==> src/rtl/tsp_pkg.sv <==
package tsp_pkg;
   // Fixed upper five bits of the target address
   localparam logic [4:0] ADDR_HIGH = 5'h0f;
   // Low address bits chosen by the strap pin
   localparam logic [1:0] STRAP_FLOAT = 2'h0;
   localparam logic [1:0] STRAP_GND = 2'h1;
   localparam logic [1:0] STRAP_VDD = 2'h2;
   // Strap pin level encodings seen on strap_level_in
   localparam logic [1:0] LVL_FLOAT = 2'h0;
   localparam logic [1:0] LVL_GND = 2'h1;
   localparam logic [1:0] LVL_VDD = 2'h2;
   // Direction bit values
   localparam logic DIR_WRITE = 1'b0;
   localparam logic DIR_READ = 1'b1;
   // Register that holds the page flag, and the flag position
   localparam logic [7:0] PAGE_REG = 8'h06;
   localparam int PAGE_BIT = 0;
   // Bits per byte on the wire
   localparam logic [3:0] BYTE_BITS = 4'h8;
   // Clock figures: system clock and fastest serial clock
   localparam int CLK_HZ = 50_000_000;
   localparam int SCL_MAX_HZ = 400_000;
   // Cycles in one serial clock period at the top rate
   localparam int SCL_PERIOD_CYC = CLK_HZ / SCL_MAX_HZ;
   // Transfer states
   typedef enum logic [5:0] {
      TSP_IDLE = 6'b00_0001,
      TSP_ADDR = 6'b00_0010,
      TSP_ACK = 6'b00_0100,
      TSP_RXB = 6'b00_1000,
      TSP_TXB = 6'b01_0000,
      TSP_MACK = 6'b10_0000
   } tsp_state_t;
endpackage

==> src/rtl/tsp_line_cond.sv <==
`timescale 1ns/1ns
// Samples the bus lines and reports edges and start/stop events
module tsp_line_cond (
   input wire logic clk_in,
   input wire logic reset_n_in,
   input wire logic scl_in,
   input wire logic sda_in,
   output logic scl_rise_out,
   output logic scl_fall_out,
   output logic sda_level_out,
   output logic start_out,
   output logic stop_out
);
   // Previous samples of each line
   logic scl_q;
   logic sda_q;

   // History registers, bus idles high
   always_ff @(posedge clk_in or negedge reset_n_in) begin
      if (!reset_n_in) begin
         scl_q <= 1'b1;
         sda_q <= 1'b1;
      end else begin
         scl_q <= scl_in;
         sda_q <= sda_in;
      end
   end

   // Edge and condition decode
   always_comb begin
      scl_rise_out = scl_in & ~scl_q;
      scl_fall_out = ~scl_in & scl_q;
      sda_level_out = sda_q;
      start_out = scl_in & scl_q & sda_q & ~sda_in;
      stop_out = scl_in & scl_q & ~sda_q & sda_in;
   end
endmodule // tsp_line_cond

==> src/rtl/tsp_target.sv <==
`timescale 1ns/1ns
// Function
// - Answer only address 01111 plus strap bits
// - Eighth bit: zero write, one read
// - Strap float 00, ground 01, supply 10
// - Strap used as sense channel gives 00
// - Serial clock up to 400 kHz supported
// - SDA fall with SCL high starts transfer
// - SDA rise with SCL high ends transfer
// - Address byte sent MSB first, stable
// - Matched address acknowledged by pulling low
// - Register address byte acknowledged and captured
// - Write bytes acknowledged and stored, MSB first
// - Read uses register byte, restart, read address
// - Several bytes per transfer allowed
// - Open drain data sampled while SCL high
// - Page flag at 06h selects register page
module tsp_target (
   input wire logic clk_in,
   input wire logic reset_n_in,
   input wire logic scl_in,
   input wire logic sda_in,
   input wire logic [1:0] strap_level_in,
   input wire logic strap_is_key_in,
   input wire logic [7:0] reg_rdata_in,
   output logic sda_out,
   output logic sda_oe_out,
   output logic [8:0] reg_addr_out,
   output logic [7:0] reg_wdata_out,
   output logic reg_wr_out,
   output logic reg_rd_out,
   output logic busy_out
);
   // Line events from the conditioner
   logic scl_rise;
   logic scl_fall;
   logic start_ev;
   logic stop_ev;
   // Transfer state and bit machinery
   tsp_pkg::tsp_state_t state_q;
   logic [7:0] shift_q;
   logic [3:0] bit_cnt_q;
   logic dir_q;
   logic reg_phase_q; // Next written byte is the register address
   logic [7:0] ptr_q;
   logic page_q;
   logic [7:0] tx_q;
   logic [1:0] strap_bits;
   logic [7:0] rx_byte;

   // Low address bits from the strap
   function automatic logic [1:0] strap_decode(input logic [1:0] lvl, input logic is_key);
      logic [1:0] r;
      r = tsp_pkg::STRAP_FLOAT;
      if (is_key) begin
         r = tsp_pkg::STRAP_FLOAT;
      end else if (lvl == tsp_pkg::LVL_GND) begin
         r = tsp_pkg::STRAP_GND;
      end else if (lvl == tsp_pkg::LVL_VDD) begin
         r = tsp_pkg::STRAP_VDD;
      end
      return r;
   endfunction

   // Line conditioner instance
   // Data bits are taken straight from sda_in, so the level output stays open
   tsp_line_cond u_cond (
      .clk_in(clk_in),
      .reset_n_in(reset_n_in),
      .scl_in(scl_in),
      .sda_in(sda_in),
      .scl_rise_out(scl_rise),
      .scl_fall_out(scl_fall),
      .sda_level_out(),
      .start_out(start_ev),
      .stop_out(stop_ev)
   );

   // Byte as it will stand after this rising edge
   assign rx_byte = {shift_q[6:0], sda_in};
   assign strap_bits = strap_decode(strap_level_in, strap_is_key_in);

   // Main transfer sequencer, stepped on serial clock edges
   // Edge detection on the fast clock keeps up with any SCL to 400 kHz
   always_ff @(posedge clk_in or negedge reset_n_in) begin
      if (!reset_n_in) begin
         state_q <= tsp_pkg::TSP_IDLE;
         bit_cnt_q <= 4'h0;
         shift_q <= 8'h00;
         dir_q <= tsp_pkg::DIR_WRITE;
         reg_phase_q <= 1'b0;
      end else if (stop_ev) begin
         state_q <= tsp_pkg::TSP_IDLE;
      end else if (start_ev) begin
         // Start and repeated start both open an address byte
         state_q <= tsp_pkg::TSP_ADDR;
         bit_cnt_q <= 4'h0;
      end else begin
         unique case (state_q)
            tsp_pkg::TSP_IDLE: begin
               bit_cnt_q <= 4'h0;
            end
            tsp_pkg::TSP_ADDR, tsp_pkg::TSP_RXB: begin
               // Shift in MSB first while SCL is high
               if (scl_rise) begin
                  shift_q <= rx_byte;
                  bit_cnt_q <= bit_cnt_q + 4'h1;
               end else if (scl_fall && bit_cnt_q == tsp_pkg::BYTE_BITS) begin
                  bit_cnt_q <= 4'h0;
                  if (state_q == tsp_pkg::TSP_RXB) begin
                     state_q <= tsp_pkg::TSP_ACK;
                     reg_phase_q <= 1'b0;
                  end else if (shift_q[7:1] == {tsp_pkg::ADDR_HIGH, strap_bits}) begin
                     state_q <= tsp_pkg::TSP_ACK;
                     dir_q <= shift_q[0];
                     reg_phase_q <= (shift_q[0] == tsp_pkg::DIR_WRITE);
                  end else begin
                     state_q <= tsp_pkg::TSP_IDLE;
                  end
               end
            end
            tsp_pkg::TSP_ACK: begin
               // Acknowledge pulse ends; pick data direction
               if (scl_fall) begin
                  state_q <= (dir_q == tsp_pkg::DIR_READ) ? tsp_pkg::TSP_TXB
                                                          : tsp_pkg::TSP_RXB;
               end
            end
            tsp_pkg::TSP_TXB: begin
               if (scl_rise) begin
                  bit_cnt_q <= bit_cnt_q + 4'h1;
               end else if (scl_fall && bit_cnt_q == tsp_pkg::BYTE_BITS) begin
                  bit_cnt_q <= 4'h0;
                  state_q <= tsp_pkg::TSP_MACK;
               end
            end
            tsp_pkg::TSP_MACK: begin
               // Controller acknowledge decides whether another byte follows
               if (scl_rise) begin
                  dir_q <= sda_in;
               end else if (scl_fall) begin
                  state_q <= dir_q ? tsp_pkg::TSP_IDLE : tsp_pkg::TSP_TXB;
                  dir_q <= tsp_pkg::DIR_READ;
               end
            end
         endcase
      end
   end

   // Register pointer, page flag and register strobes
   always_ff @(posedge clk_in or negedge reset_n_in) begin
      if (!reset_n_in) begin
         ptr_q <= 8'h00;
         page_q <= 1'b0;
         reg_wr_out <= 1'b0;
         reg_rd_out <= 1'b0;
         reg_wdata_out <= 8'h00;
         reg_addr_out <= 9'h000;
      end else begin
         reg_wr_out <= 1'b0;
         reg_rd_out <= 1'b0;
         reg_addr_out <= {page_q, ptr_q};
         if (state_q == tsp_pkg::TSP_RXB && scl_fall && bit_cnt_q == tsp_pkg::BYTE_BITS) begin
            if (reg_phase_q) begin
               ptr_q <= shift_q;
            end else begin
               reg_wr_out <= 1'b1;
               reg_wdata_out <= shift_q;
               ptr_q <= ptr_q + 8'h01;
               if (ptr_q == tsp_pkg::PAGE_REG) begin
                  page_q <= shift_q[tsp_pkg::PAGE_BIT];
               end
            end
         end else if (state_q == tsp_pkg::TSP_TXB && scl_fall
                      && bit_cnt_q == tsp_pkg::BYTE_BITS) begin
            ptr_q <= ptr_q + 8'h01;
         end else if (state_q == tsp_pkg::TSP_ACK && scl_rise && dir_q == tsp_pkg::DIR_READ) begin
            reg_rd_out <= 1'b1;
         end else if (state_q == tsp_pkg::TSP_MACK && scl_rise && !sda_in) begin
            reg_rd_out <= 1'b1;
         end
      end
   end

   // Transmit byte, loaded from read data, shifted on falling edges
   always_ff @(posedge clk_in or negedge reset_n_in) begin
      if (!reset_n_in) begin
         tx_q <= 8'hff;
      end else if (reg_rd_out) begin
         // Page register reads return the local flag on either page
         tx_q <= (ptr_q == tsp_pkg::PAGE_REG) ? {7'h00, page_q} : reg_rdata_in;
      end else if (state_q == tsp_pkg::TSP_TXB && scl_fall) begin
         tx_q <= {tx_q[6:0], 1'b1};
      end
   end

   // Open-drain data drive; only ever pulls low
   always_ff @(posedge clk_in or negedge reset_n_in) begin
      if (!reset_n_in) begin
         sda_oe_out <= 1'b0;
         sda_out <= 1'b0;
         busy_out <= 1'b0;
      end else begin
         sda_out <= 1'b0;
         busy_out <= (state_q != tsp_pkg::TSP_IDLE);
         if (start_ev || stop_ev) begin
            sda_oe_out <= 1'b0;
         end else if (state_q == tsp_pkg::TSP_ACK) begin
            sda_oe_out <= 1'b1;
         end else if (state_q == tsp_pkg::TSP_TXB) begin
            sda_oe_out <= ~tx_q[7];
         end else begin
            sda_oe_out <= 1'b0;
         end
      end
   end
endmodule // tsp_target

==> config.mk <==
export PLATFORM = sky130hd
export DESIGN_NAME = tsp_target
export DESIGN_NICKNAME = d
export VERILOG_FILES = /design/src/rtl/tsp_pkg.sv /design/src/rtl/tsp_line_cond.sv /design/src/rtl/tsp_target.sv
export SDC_FILE = /design/constraint.sdc
export NUM_CORES = 1
export LEC_CHECK = 0
export BUFFER_PORTS_ARGS = -buffer_cell sky130_fd_sc_hd__buf_2
export CORE_ASPECT_RATIO = 0.9
export CORE_MARGIN = 2
export CORE_UTILIZATION = 50
export CTS_CLUSTER_DIAMETER = 40
export CTS_CLUSTER_SIZE = 8
export DETAILED_ROUTE_END_ITERATION = 10
export PLACE_DENSITY_LB_ADDON = 0.12
export SETUP_SLACK_MARGIN = 0.5
export SLEW_MARGIN = 20
export SYNTH_ARGS = -nofsm -noshare
export SYNTH_HDL_FRONTEND = slang
export SYNTH_SLANG_ARGS = --single-unit
==> constraint.sdc <==
create_clock -name clk_in -period 6.4 [get_ports clk_in]
set_input_delay 1.28 -clock clk_in [delete_from_list [all_inputs] [get_ports clk_in]]
set_output_delay 1.28 -clock clk_in [all_outputs]
set_load 0.005 [all_outputs]
==> metrics.md, run 1 <==
| Metric | Value |
|---|---|
| Status | `completed` |
| DRT iter0 DRCs | `185` |
| Critical path type | `input pin to flop` |
| Filler instances | `511` |
| Final core occ | `60.3%` |
| Vias/cell | `5.97` |
| Post-CTS setup repair buffer count | `0` |
| Placed cell areas | `0.00325 sq mm` |
| CTS root buffer | `clkbuf_8` |
| Synth Flop Type | `dfrtp_1` |
| Register bit count reported by yosys | `60` |
| IO Port Bufs | `35` |
| Inst Count DP | `382` |
| Num rows | `26` |
| Drt first pass iters | `4` |
| Synth async-reset ratio | `100%` |
| Via count | `2372` |
| Reg-to-Reg Start | `state_q[4]$_DFFE_PN0P_` |
| Arrival time worst endpoint | `3.28 ns` |
| Clk_lat worst skew | `0.34 ns` |
| Sequential share of the synthesized area | `49.8%` |
| Critical Path Sink | `ptr_q[7]$_DFFE_PN0P_` |
| Reg2reg setup slack | `3.90 ns` |
| CTS tree | `yes` |
| ANT nets after route | `0` |
| Post-Layout Cell Count | `397` |
| Tmin final | `3.02 ns` |
| Final Wtd Congestion | `0.888` |
| CP max-delay cell | `nand4_1` |
| CP Launch Point | `scl_in` |
| CTS Buffer Depth | `2` |
| DR WL/cell | `16.0 microns` |
| Die area | `0.00673 sq mm` |
| Final period util | `47.2%` |
| Num CTS Buffers | `9` |
| Starting Density | `52.5%` |
| Hold WC Path Type | `flop to flop` |
| Crit path largest cell delay | `0.62 ns` |
| Reg clk slew, reported paths | `0.06 ns` |
| Max Clock Skew | `0.0109 ns` |
| CP Max Fanout | `19` |
| Largest net degree at the start of global routing | `61` |
| Antenna fix cells | `0` |
| Chip Height | `78.0 microns` |
| Worst EP required | `6.66 ns` |
| Syn Inst Count | `288` |
| Syn_nets | `310` |
| Setup TNS | `0 ns` |
| Fin nets | `345` |
| Fmax | `0.331 GHz` |
| Die width | `86.2 microns` |
| Post-synth EDFFs | `0` |
| Worst Max-Slew Pin Slew | `0.735 ns` |
| Tot GR Track Use | `20.4%` |
| Synthesized cell area | `0.00304 sq mm` |
| FF-to-FF path depth | `5` |
| CP Capture Type | `flop` |
| Final Slew Violations | `0` |
| DRC | `0` |
| CP Cell Sequence | `buf_2 > inv_1 > ha_1 > and4b_1 > nand4_1 > nand4_1 > o21ai_0 > a2bb2oi_1` |
| Distinct cells, synth | `57` |
| Peak VDD IR | `174 uV` |
| Clk sinks | `60` |
| Initial antenna violation count | `0` |
| Crit-path most repeated cell | `nand4_1` |
| Max Cap Viol | `0` |
| Avg Inst Size Synth | `10.6 sq um` |
| Slew margin rel. | `51.0%` |
| Final Hold Fails | `0` |
| Io pins | `37` |
| Ratio of cells with drive above 1 in the final layout | `25.1%` |
| Yosys warning count | `0` |
| Final setup viols | `0` |
| Cts hold-fix bufs | `0` |
| First-pass GRT wire length | `10800 microns` |
| Power per cell area | `249 mW/mm^2` |
| H-tree depth | `3` |
| Hpwl dp | `4370 microns` |
| Worst setup SP type | `input pin` |
| Total grt overflow | `0` |
| Detailed Route WL | `6360 microns` |
| Quantity of gates resized following cts | `0` |
| Setup repair after global routing missed its margin | `no` |
| P_leak | `1.71 nW` |
| Area Growth Syn to Fin | `14.8%` |
| Cell area after layout | `0.00349 sq mm` |
| Reg2reg end | `ptr_q[7]$_DFFE_PN0P_` |
| Core area | `0.00579 sq mm` |
| Vias in the first global route | `2208` |
## how the worst min path moves through the flow
stage | start | endpoint | slack, ns | cells past startpoint
final | page_q$_DFFE_PN0P_ | reg_addr_out[8]$_DFF_PN0_ | 0.41 | 0
after global routing | page_q$_DFFE_PN0P_ | reg_addr_out[8]$_DFF_PN0_ | 0.42 | 0
after CTS | page_q$_DFFE_PN0P_ | reg_addr_out[8]$_DFF_PN0_ | 0.41 | 0
after detailed placement | page_q$_DFFE_PN0P_ | reg_addr_out[8]$_DFF_PN0_ | 0.40 | 0
after global placement | page_q$_DFFE_PN0P_ | reg_addr_out[8]$_DFF_PN0_ | 0.40 | 0
after floorplan | page_q$_DFFE_PN0P_ | reg_addr_out[8]$_DFF_PN0_ | 0.37 | 0
## cells in the mapped netlist (7+ instances only)
cell     number  area share, %
dfstp_2      11            9.5
mux2i_1      10            3.3
nand2_1      23            2.8
o21ai_0      26            4.3
dfrtp_1      49             40
a21oi_1      14            2.3
mux2_2       17            6.3
and3_1        7            1.4
inv_1        12            1.5
nand3_1      13            2.1
ha_1          7            2.9
## worst max-delay path: cells and delay by family
family | cells | cell delay, ns
AND/OR/NAND/NOR | 3 | 1.33
AO/OA/AOI/OAI | 2 | 0.29
buffers and inverters | 2 | 0.19
adder cells (fa/ha/maj) | 1 | 0.19
## registers in the layout (all words and copies together), names as in the netlist
signal / cells
tx_q: 8
state_q: 6
ptr_q: 8
shift_q: 8
u_cond.scl_q: 1
reg_rd_out: 1
u_cond.sda_level_out: 1
bit_cnt_q: 4
page_q: 1
dir_q: 1
reg_wdata_out: 8
reg_phase_q: 1
reg_addr_out: 9
reg_wr_out: 1
sda_oe_out: 1
busy_out: 1
## through the flow
step | hold WS, ns | worst slack, ns | total power [mW]
CTS | 0.414 | 3.39 | 0.879
global placement | 0.398 | 3.17 | 0.467
floorplan | 0.368 | 3.50 | 0.443
global route | 0.417 | 3.22 | 0.910
finish | 0.410 | 3.38 | 0.870
detailed placement | 0.404 | 3.03 | 0.468
## layout make-up
| type | instances | area [sq um] | area share [%] |
|---|---|---|---|
| sequential | 60 | 1520 | 43.4 |
| multi-input combinational | 204 | 1420 | 40.7 |
| timing repair buffer | 36 | 183 | 5.23 |
| clock buffer | 11 | 141 | 4.05 |
| clock inverter | 4 | 97.6 | 2.79 |
| tap | 70 | 87.6 | 2.51 |
| inverter | 12 | 45.0 | 1.29 |
## layer usage
layer / share of wire (%) / vias up / track usage [%]
met5: 0 / - / 0
met4: 1.2 / 0 / 5.47
met3: 5.6 / 9 / 7.05
met2: 43 / 63 / 27.8
met1: 50 / 1166 / 30.8
li1: - / 1134 / -
## cell usage in the layout, fill, tap and decap left out, types with 3 or more instances in the layout
cell and count:
or4_1 4, bufinv_16 3, and3_1 7, and2_1 3
nor3_1 6, nand3_1 13, o221ai_1 3, xor2_1 5
a22o_1 3, nor2_1 6, dfstp_2 11, o21bai_1 3
inv_1 12, clkbuf_8 10, nor4b_1 4, nand2_1 23
a2bb2oi_1 3, mux2i_1 10, nor2b_1 4, a21oi_1 14
dfrtp_1 49, mux2_2 17, o211ai_1 5, nand4_1 6
o21ai_0 26, ha_1 7, buf_2 35
## logic make-up (layout without fill, tap and decap cells)
kind of cell	count (synthesis)	after routing	synth area share, %
AOI/OAI and AO/OA	73	73	15.6
xor gates and xnor gates	7	7	2.26
adders and majority gates	7	7	2.88
buffers and inverters	24	63	3.45
DFF	60	60	49.8
muxes	27	27	9.58
other	1	1	0.123
and+or+nand+nor	89	89	16.3
## power breakdown
group / internal [mW] / leakage (nW) / switching, mW
sequential: 0.389 / 0.783 / 0.0148
combinational: 0.0225 / 0.809 / 0.0355
clock: 0.267 / 0.116 / 0.141
total: 0.679 / 1.71 / 0.191
(Power assumes the default switching activity.)
==> run 2, diff against run 1 <==
==> constraint.sdc (replaced) <==
create_clock -name clk_in -period 2.6 [get_ports clk_in]
set_input_delay 0.52 -clock clk_in [delete_from_list [all_inputs] [get_ports clk_in]]
set_output_delay 0.52 -clock clk_in [all_outputs]
set_load 0.005 [all_outputs]
==> run 2 against run 1 <==
Compared with the run above: critical path depth shrank 3; first-iteration DRC count is 7.0% higher; sequential share of layout area is 1.3 points lower; worst hold slack lost 0.18 ns; register-to-register slack worse by 3.4 ns; combinational power grew to 2.9 times the previous value; power increased by 130%; global-route usage rose by 0.93 points; largest cell class unchanged.
==> metrics.md, run 2 (synthesis gave the netlist of run 1 again) <==
| Metric | Value |
|---|---|
| Final Slew Violations | `0 (unchanged)` |
| Detailed Route WL | `6540 microns (+2.9%)` |
| Max Cap Viol | `0 (unchanged)` |
| Hold WC Path Type | `input pin to asynchronous set/reset pin` |
| Drt first pass iters | `4 (unchanged)` |
| H-tree depth | `3 (unchanged)` |
| Worst setup SP type | `flop` |
| Reg with most FFs | `reg_addr_out` |
| Peak VDD IR | `433 uV (+150%)` |
| Ratio of cells with drive above 1 in the final layout | `32.9% (+7.9 points)` |
| Worst Max-Slew Pin Slew | `0.686 ns (-0.0495 ns)` |
| Most crowded layer after global routing | `met1` |
| Setup TNS | `0 ns (unchanged)` |
| Cts hold-fix bufs | `0 (unchanged)` |
| Reg2reg end | `state_q[3]$_DFFE_PN0P_` |
| Chip Height | `78.0 microns (unchanged)` |
| DRT iter0 DRCs | `198 (+7.0%)` |
| Power per cell area | `554 mW/mm^2 (+120%)` |
| Reg-to-Reg Start | `state_q[4]$_DFFE_PN0P_` |
| Worst EP required | `2.87 ns (-3.79 ns)` |
| Post-Layout Cell Count | `413 (+4.0%)` |
| Reg2reg setup slack | `0.46 ns (-3.44 ns)` |
| CTS Buffer Depth | `2 (unchanged)` |
| Most frequent cells in the layout | `45 x dfrtp_1, 35 x buf_2, 25 x o21ai_0` |
| Filler instances | `498 (-2.5%)` |
| IO Port Bufs | `35 (unchanged)` |
| Status | `completed` |
| Total power | `2.00 mW (+130%)` |
| Die area | `0.00673 sq mm (unchanged)` |
| Starting Density | `52.5% (unchanged)` |
| Max reg flops | `9 (unchanged)` |
| Initial antenna violation count | `0 (unchanged)` |
| Io pins | `37 (unchanged)` |
| CP Max Fanout | `15 (-4)` |
| P_leak | `1.77 nW (+3.9%)` |
| Met3 Use GR | `5.57% (-1.5 points)` |
| Setup repair after global routing missed its margin | `yes` |
| Fin nets | `360 (+4.3%)` |
| CTS root buffer | `clkbuf_8` |
| Final setup viols | `0 (unchanged)` |
| Area Growth Syn to Fin | `18.8%` |
| Max Clock Skew | `0.00557 ns (-0.00532 ns)` |
| Commonest non-fill, non-tap cell in the layout | `dfrtp_1` |
| Antenna fix cells | `0 (unchanged)` |
| CP Capture Type | `flop` |
| Slew margin rel. | `54.3% (+3.3 points)` |
| Critical path type | `flop to flop` |
| Total grt overflow | `0 (unchanged)` |
| Final Hold Fails | `0 (unchanged)` |
| Global Route met1 Usage | `31.6% (+0.79 points)` |
| Num CTS Buffers | `9 (unchanged)` |
| Tot GR Track Use | `21.3% (+0.93 points)` |
| Hpwl dp | `4580 microns (+4.8%)` |
| Reg clk slew, reported paths | `0.06 ns (about the same)` |
| Die width | `86.2 microns (unchanged)` |
| Clk sinks | `60 (unchanged)` |
| Arrival time worst endpoint | `2.41 ns (-0.87 ns)` |
| Core area | `0.00579 sq mm (unchanged)` |
| Final period util | `82.4%` |
| Via count | `2410 (+1.6%)` |
| Final Wtd Congestion | `0.940 (+5.9%)` |
| Clk_lat worst skew | `0.34 ns (about the same)` |
| FF-to-FF path depth | `5 (unchanged)` |
| Inst Count DP | `390 (+2.1%)` |
| Vias/cell | `5.84 (-2.3%)` |
| DRC | `0 (unchanged)` |
| Vias in the first global route | `2301 (+4.2%)` |
| ANT nets after route | `0 (unchanged)` |
| CTS tree | `yes` |
| Met2 Use GR | `28.8% (+0.93 points)` |
| Tmin final | `2.14 ns` |
| Largest net degree at the start of global routing | `33 (-46%)` |
| Num rows | `26 (unchanged)` |
| DR WL/cell | `15.8 microns (-1.1%)` |
| First-pass GRT wire length | `11100 microns (+3.4%)` |
| Fmax | `0.467 GHz` |
## run 2: power breakdown
group          switching, mW  internal [mW]  total, mW
Combinational         0.0978         0.0713      0.169
Sequential            0.0349          0.958      0.993
Clock                  0.349          0.491      0.840
Total                  0.481           1.52       2.00
## run 2: layout make-up
class | count | area [sq um] | area share (%)
Sequential cell | 60 | 1520 | 42.1
Multi-Input combinational cell | 204 | 1470 | 40.6
Timing Repair Buffer | 51 | 293 | 8.10
Clock buffer | 12 | 155 | 4.29
Tap cell | 70 | 87.6 | 2.42
Clock inverter | 4 | 47.5 | 1.32
Inverter | 12 | 45.0 | 1.25
## run 2: timing repair
action	4_1_cts	5_1_grt
setup buffers	3	4
resized for setup	5	11
setup endpoints to repair	13	18
pin swaps	0	4
## run 2: how the worst max path moves through the flow
| stage | from | endpoint | slack, ns | cells past startpoint |
|---|---|---|---|---|
| after floorplan | state_q[1]$_DFFE_PN0P_ | state_q[3]$_DFFE_PN0P_ | 0.52 | 6 |
| after global placement | scl_in | dir_q$_DFFE_PN0P_ | 0.40 | 8 |
| after detailed placement | state_q[1]$_DFFE_PN0P_ | state_q[3]$_DFFE_PN0P_ | 0.35 | 5 |
| after CTS | state_q[3]$_DFFE_PN0P_ | state_q[3]$_DFFE_PN0P_ | 0.43 | 5 |
| after global routing | state_q[2]$_DFFE_PN0P_ | state_q[3]$_DFFE_PN0P_ | 0.40 | 5 |
| final | state_q[4]$_DFFE_PN0P_ | state_q[3]$_DFFE_PN0P_ | 0.46 | 5 |
## run 2: stage by stage
stage	worst slack, ns	utilization [%]	area [sq um]	hold WS [ns]
2_1_floorplan	0.523	-	3050	0.224
3_3_place_gp	0.401	57.3	3320	0.385
3_5_place_dp	0.349	57.3	3320	0.387
4_1_cts	0.428	61.5	3560	0.235
5_1_grt	0.395	62.4	3610	0.283
6_report	0.457	62.4	3610	0.227
## run 2: routing by layer
| metal | vias up | part of all wire, % |
|---|---|---|
| met3 | 16 | 5.8 |
| li1 | 1168 | - |
| met4 | 0 | 2.4 |
| met1 | 1142 | 50 |
| met2 | 84 | 42 |
| met5 | - | 0 |
## run 2: critical path, cell delays in order, from the launching register on
cell	delay, ns
dfrtp_2	0.51
nor4b_1	0.18
a211o_1	0.29
a311o_2	0.43
or4_1	0.50
a21oi_2	0.15
